[config.mk]
export PLATFORM = sky130hd
export DESIGN_NAME = lpw_watchdog
export DESIGN_NICKNAME = d
export VERILOG_FILES = /design/src/rtl/lpw_watchdog.v
export VERILOG_INCLUDE_DIRS = /design/src /design/src/rtl
export SDC_FILE = /design/constraint.sdc
export NUM_CORES = 1
export LEC_CHECK = 0
export ABC_AREA = 0
export ABC_CLOCK_PERIOD_IN_PS = 5900
export BUFFER_PORTS_ARGS = -buffer_cell sky130_fd_sc_hd__buf_2
export CAP_MARGIN = 20
export CELL_PAD_IN_SITES_DETAIL_PLACEMENT = 0
export CELL_PAD_IN_SITES_GLOBAL_PLACEMENT = 1
export CORE_ASPECT_RATIO = 0.9
export CORE_UTILIZATION = 45
export DETAILED_ROUTE_END_ITERATION = 10
export GPL_TIMING_DRIVEN = 0
export MAX_ROUTING_LAYER = met4
export PLACE_DENSITY = 0.82
export SLEW_MARGIN = 20
export SYNTH_ARGS = -nofsm -noshare
export SYNTH_HDL_FRONTEND = slang
export SYNTH_SLANG_ARGS = --single-unit
[constraint.sdc]
create_clock -name aclk -period 5.9 [get_ports aclk]
set_input_delay 0.885 -clock aclk [delete_from_list [all_inputs] [get_ports aclk]]
set_output_delay 0.885 -clock aclk [all_outputs]
set_load 0.005 [all_outputs]
[src/rtl/lpw_defines.vh]
// constants of the two-stage watchdog timer
`ifndef LPW_DEFINES_VH
`define LPW_DEFINES_VH
// byte port indexes; the bus address is four times the index
`define LPW_IDX_CNT0    4'h0
`define LPW_IDX_CNT1    4'h1
`define LPW_IDX_CNT2    4'h2
`define LPW_IDX_RLD0    4'h3
`define LPW_IDX_RLD1    4'h4
`define LPW_IDX_RLD2    4'h5
`define LPW_IDX_STATUS  4'h6
`define LPW_IDX_CONTROL 4'h7
`define LPW_IDX_CONFIG  4'h8
`define LPW_IDX_MASK    4'h9
// field positions
`define LPW_ST_FIRST    0
`define LPW_ST_SECOND   2
`define LPW_CT_RESET    0
`define LPW_CT_DECR     1
`define LPW_CF_ENABLE   0
`define LPW_CF_PORT80   1
`define LPW_CF_SEL_LO   4
`define LPW_CF_SEL_HI   7
// reset values
`define LPW_RST_BYTE    8'h00
`define LPW_RST_CNT     24'h000000
// time base
`define LPW_CLK_HZ      100000000
`define LPW_TICK_HZ     32768
// axi responses
`define LPW_RESP_OKAY   2'b00
`define LPW_RESP_SLVERR 2'b10
`endif

[src/rtl/lpw_watchdog.v]
// two-stage watchdog timer with axi4-lite register port
//
// Added by the designer: the placing of the registers and the AXI4-Lite register port.
`include "lpw_defines.vh"
`default_nettype none
module lpw_watchdog #(
  parameter IRQ_LINES = 16,
  parameter CLK_HZ    = `LPW_CLK_HZ,
  parameter TICK_HZ   = `LPW_TICK_HZ
) (
  input  wire                 aclk,
  input  wire                 aresetn,
  input  wire [5:0]           s_axi_awaddr,
  input  wire                 s_axi_awvalid,
  output wire                 s_axi_awready,
  input  wire [31:0]          s_axi_wdata,
  input  wire [3:0]           s_axi_wstrb,
  input  wire                 s_axi_wvalid,
  output wire                 s_axi_wready,
  output wire [1:0]           s_axi_bresp,
  output wire                 s_axi_bvalid,
  input  wire                 s_axi_bready,
  input  wire [5:0]           s_axi_araddr,
  input  wire                 s_axi_arvalid,
  output wire                 s_axi_arready,
  output wire [31:0]          s_axi_rdata,
  output wire [1:0]           s_axi_rresp,
  output wire                 s_axi_rvalid,
  input  wire                 s_axi_rready,
  input  wire                 port80_write,
  output wire                 irq,
  output wire [IRQ_LINES-1:0] irq_lines,
  output wire                 board_reset
);

  ////////////////////////////////////////////////////////////////////////////
  // state
  reg        awready_q, wready_q, arready_q, bvalid_q, rvalid_q;
  reg        aw_have_q, w_have_q;
  reg [3:0]  aw_idx_q;
  reg [7:0]  wbyte_q;
  reg        wstb_q;
  reg [1:0]  bresp_q, rresp_q;
  reg [31:0] rdata_q;
  reg [23:0] cnt_q, rld_q;
  reg [7:0]  status_q, control_q, config_q, mask_q;
  reg        armed_q;
  reg [27:0] acc_q;
  reg        irq_q, board_reset_q;
  reg [IRQ_LINES-1:0] irq_lines_q;

  ////////////////////////////////////////////////////////////////////////////
  // write channel handshake: address and data taken in either order
  wire       aw_take  = s_axi_awvalid & awready_q;
  wire       w_take   = s_axi_wvalid & wready_q;
  wire       wr_go    = aw_have_q & w_have_q & ~bvalid_q;
  wire       aw_have_d = (aw_have_q & ~wr_go) | aw_take;
  wire       w_have_d  = (w_have_q & ~wr_go) | w_take;
  wire       wr_map   = (aw_idx_q <= `LPW_IDX_MASK);
  wire       wr_en    = wr_go & wstb_q & wr_map;
  wire       ar_take  = s_axi_arvalid & arready_q;
  wire [3:0] ar_idx   = s_axi_araddr[5:2];

  // decoded register writes
  wire wr_cnt  = wr_en & (aw_idx_q <= `LPW_IDX_CNT2);
  wire wr_st   = wr_en & (aw_idx_q == `LPW_IDX_STATUS);
  wire wr_ct   = wr_en & (aw_idx_q == `LPW_IDX_CONTROL);
  wire wr_cf   = wr_en & (aw_idx_q == `LPW_IDX_CONFIG);
  wire wr_mk   = wr_en & (aw_idx_q == `LPW_IDX_MASK);

  ////////////////////////////////////////////////////////////////////////////
  // time base and expiry decisions
  wire [27:0] acc_sum = acc_q + TICK_HZ[27:0];
  wire        tick    = (acc_sum >= CLK_HZ[27:0]);
  wire        wd_on   = config_q[`LPW_CF_ENABLE];
  wire        p80_rld = port80_write & config_q[`LPW_CF_PORT80] & wd_on;
  wire        reload  = wr_cnt | p80_rld;
  wire        counting = wd_on & control_q[`LPW_CT_DECR] & tick;
  wire        expire  = counting & (cnt_q <= 24'h000001);
  wire        exp1    = expire & ~armed_q & ~reload;
  wire        exp2    = expire & armed_q & ~reload;
  wire [7:0]  set_st  = ({7'h00, exp1} << `LPW_ST_FIRST) | ({7'h00, exp2} << `LPW_ST_SECOND);
  wire [7:0]  clr_st  = (wr_st ? wbyte_q : 8'h00)
                      | ({7'h00, p80_rld} << `LPW_ST_FIRST);
  wire [7:0]  st_live = (8'h01 << `LPW_ST_FIRST) | (8'h01 << `LPW_ST_SECOND);
  wire [7:0]  status_d = ((status_q & ~clr_st) | set_st) & st_live;
  wire [3:0]  sel     = config_q[`LPW_CF_SEL_HI:`LPW_CF_SEL_LO];
  // one-hot image of the selected line, sized to the line count
  wire [IRQ_LINES-1:0] line_hot = {{(IRQ_LINES-1){1'b0}}, 1'b1} << sel;
  wire        irq_d   = |(status_d & mask_q) & wd_on;

  ////////////////////////////////////////////////////////////////////////////
  // read data mux, byte per word, upper bits zero
  reg [7:0] rd_byte;
  reg       rd_ok;
  always @*
  begin
    rd_byte = 8'h00;
    rd_ok   = 1'b1;
    case (ar_idx)
      `LPW_IDX_CNT0:    rd_byte = cnt_q[7:0];
      `LPW_IDX_CNT1:    rd_byte = cnt_q[15:8];
      `LPW_IDX_CNT2:    rd_byte = cnt_q[23:16];
      `LPW_IDX_RLD0:    rd_byte = rld_q[7:0];
      `LPW_IDX_RLD1:    rd_byte = rld_q[15:8];
      `LPW_IDX_RLD2:    rd_byte = rld_q[23:16];
      `LPW_IDX_STATUS:  rd_byte = status_q;
      `LPW_IDX_CONTROL: rd_byte = control_q;
      `LPW_IDX_CONFIG:  rd_byte = config_q;
      `LPW_IDX_MASK:    rd_byte = mask_q;
      default:          rd_ok   = 1'b0;
    endcase
  end

  ////////////////////////////////////////////////////////////////////////////
  // bus slave registers
  always @(posedge aclk)
  begin
    if (!aresetn)
    begin
      awready_q <= 1'b1;
      wready_q  <= 1'b1;
      arready_q <= 1'b1;
      bvalid_q  <= 1'b0;
      rvalid_q  <= 1'b0;
      aw_have_q <= 1'b0;
      w_have_q  <= 1'b0;
      aw_idx_q  <= 4'h0;
      wbyte_q   <= `LPW_RST_BYTE;
      wstb_q    <= 1'b0;
      bresp_q   <= `LPW_RESP_OKAY;
      rresp_q   <= `LPW_RESP_OKAY;
      rdata_q   <= 32'h00000000;
    end
    else
    begin
      aw_have_q <= aw_have_d;
      w_have_q  <= w_have_d;
      awready_q <= ~aw_have_d;
      wready_q  <= ~w_have_d;
      if (aw_take)
        aw_idx_q <= s_axi_awaddr[5:2];
      if (w_take)
      begin
        wbyte_q <= s_axi_wdata[7:0];
        wstb_q  <= s_axi_wstrb[0];
      end
      // response after both halves are held
      if (wr_go)
      begin
        bvalid_q <= 1'b1;
        bresp_q  <= wr_map ? `LPW_RESP_OKAY : `LPW_RESP_SLVERR;
      end
      else if (s_axi_bready)
        bvalid_q <= 1'b0;
      // read answered one cycle after the address is taken
      if (ar_take)
      begin
        arready_q <= 1'b0;
        rvalid_q  <= 1'b1;
        rdata_q   <= {24'h000000, rd_byte};
        rresp_q   <= rd_ok ? `LPW_RESP_OKAY : `LPW_RESP_SLVERR;
      end
      else if (rvalid_q & s_axi_rready)
      begin
        rvalid_q  <= 1'b0;
        arready_q <= 1'b1;
      end
    end
  end

  ////////////////////////////////////////////////////////////////////////////
  // configuration and control bytes
  always @(posedge aclk)
  begin
    if (!aresetn)
    begin
      control_q <= `LPW_RST_BYTE;
      config_q  <= `LPW_RST_BYTE;
      mask_q    <= `LPW_RST_BYTE;
      rld_q     <= `LPW_RST_CNT;
      status_q  <= `LPW_RST_BYTE;
    end
    else
    begin
      if (wr_ct)
        control_q <= wbyte_q & 8'h03;
      if (wr_cf)
        config_q <= wbyte_q & 8'hf3;
      if (wr_mk)
        mask_q <= wbyte_q & st_live;
      if (wr_en & (aw_idx_q == `LPW_IDX_RLD0))
        rld_q[7:0] <= wbyte_q;
      if (wr_en & (aw_idx_q == `LPW_IDX_RLD1))
        rld_q[15:8] <= wbyte_q;
      if (wr_en & (aw_idx_q == `LPW_IDX_RLD2))
        rld_q[23:16] <= wbyte_q;
      status_q <= status_d;
    end
  end

  ////////////////////////////////////////////////////////////////////////////
  // counter, tick accumulator and expiry stage
  always @(posedge aclk)
  begin
    if (!aresetn)
    begin
      cnt_q   <= `LPW_RST_CNT;
      armed_q <= 1'b0;
      acc_q   <= 28'h0000000;
    end
    else
    begin
      acc_q <= tick ? acc_sum - CLK_HZ[27:0] : acc_sum;
      if (reload)
      begin
        cnt_q   <= rld_q;
        armed_q <= 1'b0;
      end
      else if (expire)
      begin
        cnt_q   <= rld_q;
        armed_q <= 1'b1;
      end
      else if (counting)
        cnt_q <= cnt_q - 24'h000001;
    end
  end

  ////////////////////////////////////////////////////////////////////////////
  // interrupt line routing and board reset
  genvar gi;
  generate
    for (gi = 0; gi < IRQ_LINES; gi = gi + 1)
    begin : g_line
      always @(posedge aclk)
      begin
        if (!aresetn)
          irq_lines_q[gi] <= 1'b0;
        else
          irq_lines_q[gi] <= irq_d & line_hot[gi];
      end
    end
  endgenerate

  always @(posedge aclk)
  begin
    if (!aresetn)
    begin
      irq_q         <= 1'b0;
      board_reset_q <= 1'b0;
    end
    else
    begin
      irq_q         <= irq_d;
      board_reset_q <= exp2 & control_q[`LPW_CT_RESET];
    end
  end

  assign s_axi_awready = awready_q;
  assign s_axi_wready  = wready_q;
  assign s_axi_bvalid  = bvalid_q;
  assign s_axi_bresp   = bresp_q;
  assign s_axi_arready = arready_q;
  assign s_axi_rvalid  = rvalid_q;
  assign s_axi_rdata   = rdata_q;
  assign s_axi_rresp   = rresp_q;
  assign irq           = irq_q;
  assign irq_lines     = irq_lines_q;
  assign board_reset   = board_reset_q;

endmodule
`default_nettype wire

==> run summary <==
The CTS buffer count is 17. The clock reaches the later pin of the worst-skew pair after 420 ps. Dividing total power by cell area gives a power density of 263 nW/um^2. STA classifies the critical path startpoint as a flop. The number of warnings printed during yosys synthesis came out at 0. The fraction of synthesized cell area taken by the top area cell type is 37.6%. The count of buffers inserted at the top-level ports is 55.

In this run the vertical extent of the chip is 119 um. The count of pins on the block boundary is 115. The clock drives 129 sinks. The mean instance size in the synthesized netlist came out at 8.15 um^2.

The transition time of the tightest slew-check pin is 941 ps. The TritonCTS clock tree is done. The cell row count is 42. The post-placement worst setup slack is 2020 ps. The minimum period implied by the final worst setup slack came out at 3950 ps. The initial antenna violation count came to 0. Routability-driven placement finished with a final weighted congestion of 0.946. The total of hold buffers inserted after clock tree synthesis came out at 0.

Dividing the detail-routed wire length by the instance count gives 18.0 um. The count of flip-flops with a built-in enable after synthesis is 0. The total detailed-routing wirelength is 20.6 mm.

For the worst setup path, the data required time is 6210 ps. The setup total negative slack came out at 0 ps. The maximum number of pins on one net before global-route repair is 17. Including well taps, the total number of placed cells is 1120. The post-route fraction of the period consumed by the critical path is 66.9%. The flow ran to the end, and the final reports show no timing, DRC or antenna violations.

VDD sags by at most 0.000222 V. The number of fill cells in the layout came out at 1448. The total of flip-flops plus latches after synthesis is 129.

The number of setup buffers added after CTS is 0. The antenna diode instance count came out at 0. Derived from the worst setup path, the maximum achievable clock frequency is 0.253 GHz. The proportion of synthesized chip area in sequential cells is 37.6%. The worst setup path is captured at a flop. The number of max-slew violations in the final report came out at 0. After global routing the overflow that remains totals 0. In this run the worst setup path begins at acc_q[15]$_SDFF_PN0_. The share of post-route cells with drive strength above 1 is 16.0%. The final net count came out at 1004. The starting utilization of the core area is 46.3%. The number of levels the H-tree was split into is 4. The number of hold violations in the final report is 0. The count of different cell masters after synthesis is 80. The number of standard cells in the layout, taps in and fillers out is 1149.

The worst relative slew slack came out at 37.0%. Along the worst path, the maximum fanout reaches 10. The startpoint of the most critical hold path is s_axi_rdata[3]$_SDFFE_PN0P_. The number of setup violations in the final report is 0.

The worst hold path belongs to the class reg -> reg. The fraction of synthesis flops using an asynchronous set or reset pin came out at 0%. The count of unresolved DRC violations after routing came out at 0. The critical path start-end classification is reg -> reg. The post-layout worst setup margin came out at 1950 ps. The post-cts repair resize count is 0. The tool flagged a number of max-cap violations equal to 0. The post-synthesis xor/xnor area fraction came out at 3.45%. The wire length of the first global-routing pass is 32.9 mm. The post-synthesis cell count is 842. The synthesis-to-finish area growth came out at 18.2%. The static leakage power came out at 3.19 nW. The width of the die is 132 um.

Detailed placement finished with a half-perimeter wire length of 15.2 mm. The first detailed-routing pass ran for 5 iterations. The compound-cell area share of the yosys netlist is 19.9%.

The core region area came out at 14800 um^2. The endpoint arrival time on the critical path is 4260 ps. The area fraction in and, or, nand and nor cells after synthesis is 24.7%.

In the post-synthesis netlist, the biggest area contributors are sky130_fd_sc_hd__dfxtp_1 (38%), sky130_fd_sc_hd__nand2_1 (5.6%), sky130_fd_sc_hd__a21oi_1 (5.3%), sky130_fd_sc_hd__nor2_1 (5.2%), sky130_fd_sc_hd__mux2i_1 (5.0%). The master cell of the clock root buffer is sky130_fd_sc_hd__clkbuf_16. The top cell type by total area after synthesis is sky130_fd_sc_hd__dfxtp_1. Setup repair after global routing left no endpoint under its margin. The count of nets left with antenna violations once routing finished came out at 0. In the synthesized netlist, mux cells make up 6.27% of the area. The synthesized netlist devotes 1.28% of its cell area to adder and majority cells. The clock-pin slew on the worst setup and hold paths came out at 60 ps. The netlist area before placement came out at 6860 um^2. In this run the deepest clock path goes through 2 buffers. The iteration-0 DRC count of the detailed router is 634. The number of vias per cell is 5.72. The number of vias in the routed layout came out at 6571. The startpoint identified for the worst register-to-register timing path is acc_q[15]$_SDFF_PN0_. The total die area came out at 15700 um^2. The via count of the first global-routing pass is 6049.

After synthesis, the largest family of logic cells by area is simple AND/OR/NAND/NOR gates. Global routing used 27.9% of the available tracks across all layers. In the synthesized netlist the dominant register cell turns out to be sky130_fd_sc_hd__dfxtp_1. The setup skew after layout came out at 8.65 ps.
worst max-delay path, cell delays in order, from the launching register on:
cell,delay [ps]
sky130_fd_sc_hd__dfxtp_1,390
sky130_fd_sc_hd__buf_2,240
sky130_fd_sc_hd__inv_1,60
sky130_fd_sc_hd__ha_1,310
sky130_fd_sc_hd__nor4bb_1,350
sky130_fd_sc_hd__a21boi_0,190
sky130_fd_sc_hd__o21ai_0,540
sky130_fd_sc_hd__o2111ai_2,330
sky130_fd_sc_hd__a21oi_1,540
sky130_fd_sc_hd__nor2_1,310
sky130_fd_sc_hd__or3_1,400
sky130_fd_sc_hd__and3_1,160
layout make-up:
class | instances | area [um^2] | share of cell area [%]
plain buffers | 74 | 410 | 5.06
clock buffers | 17 | 425 | 5.25
clock inverters | 12 | 186 | 2.30
inverters | 14 | 52.6 | 0.648
multi-input cells | 650 | 3930 | 48.4
flip-flops and latches | 129 | 2580 | 31.8
well taps | 198 | 248 | 3.06
repair buffers | 55 | 275 | 3.39
routing by layer:
| metal | global-route usage, % | vias to the layer above | wire length [um] |
|---|---|---|---|
| li1 | - | 3185 | - |
| met1 | 39.1 | 3090 | 9810 |
| met2 | 39.0 | 271 | 8540 |
| met3 | 6.98 | 25 | 1880 |
| met4 | 8.98 | 0 | 397 |
| met5 | - | - | 0 |
final timing paths:
| kind | depth (start not counted) | slack [ps] | end |
|---|---|---|---|
| max | 11 | 1950 | acc_q[25]$_SDFF_PN0_ |
| min | 2 | 460 | s_axi_rdata[3]$_SDFFE_PN0P_ |
| max reg2reg | 11 | 1950 | acc_q[25]$_SDFF_PN0_ |
| min reg2reg | 2 | 460 | s_axi_rdata[3]$_SDFFE_PN0P_ |
sequential cells by signal (all words and copies together) (netlist names), 2 cells and up:
name / count
cnt_q: 24
irq_lines: 16
acc_q: 20
config_q: 6
status_q: 2
aw_idx_q: 4
mask_q: 2
control_q: 2
rld_q: 24
s_axi_rdata: 8
wbyte_q: 8
cell usage after synthesis, drive strengths merged, types with 5 or more instances:
cell type,instances
mux2i,34
o21ai,41
or3,7
nor4,24
xnor2,14
a22oi,11
nor3,14
nand2,104
nand2b,7
xor2,13
a21oi,73
a221oi,6
buf,39
o221ai,6
and3,5
nor2,95
clkbuf,34
a32oi,12
ha,7
or2,5
inv,14
and2,10
a31oi,10
nand3,27
dfxtp,129
nor2b,8
nand4,10
or4,7
cells by family (layout without fill, tap and decap cells):
family	after synthesis	count (layout)
DFF	129	129
muxes	40	40
buffers and inverters	88	172
xor gates and xnor gates	27	27
other	1	26
adders and majority gates	7	7
and+or+nand+nor	344	344
AOI/OAI and AO/OA	206	206
stage by stage:
step	power (mW)	utilization, %	area (um^2)	hold WS [ps]
floorplan	0.999	-	6960	434
global placement	1.04	50.5	7480	450
detailed placement	1.04	50.6	7490	451
CTS	2.15	54.7	8100	463
global route	2.20	54.7	8110	474
finish	2.14	54.7	8110	456
power by group:
group          switching (mW)  internal, mW
Combinational          0.0772        0.0464
Sequential             0.0157         0.885
Clock                   0.407         0.703
cells in the final DEF (no fill, tap or decap), types with 7 or more instances in the layout:
cell,Yosys,routed
sky130_fd_sc_hd__inv_1,14,14
sky130_fd_sc_hd__clkbuf_1,33,33
sky130_fd_sc_hd__conb_1,1,26
sky130_fd_sc_hd__a32oi_1,12,12
sky130_fd_sc_hd__and2_1,8,8
sky130_fd_sc_hd__buf_4,27,27
sky130_fd_sc_hd__nor3_1,13,13
sky130_fd_sc_hd__a22oi_1,10,10
sky130_fd_sc_hd__nor2_1,95,95
sky130_fd_sc_hd__nand2b_1,7,7
sky130_fd_sc_hd__nor4_1,23,21
sky130_fd_sc_hd__nand3_1,27,27
sky130_fd_sc_hd__xor2_1,13,13
sky130_fd_sc_hd__clkbuf_16,0,17
sky130_fd_sc_hd__a31oi_1,10,10
sky130_fd_sc_hd__ha_1,7,7
sky130_fd_sc_hd__dfxtp_1,129,129
sky130_fd_sc_hd__xnor2_1,14,14
sky130_fd_sc_hd__o21ai_0,40,40
sky130_fd_sc_hd__nor2b_1,8,8
sky130_fd_sc_hd__buf_2,7,62
sky130_fd_sc_hd__nand2_1,102,102
sky130_fd_sc_hd__nand4_1,10,10
sky130_fd_sc_hd__a21oi_1,72,72
sky130_fd_sc_hd__mux2i_1,34,34
No activity file was read; power rests on OpenSTA's default activity.
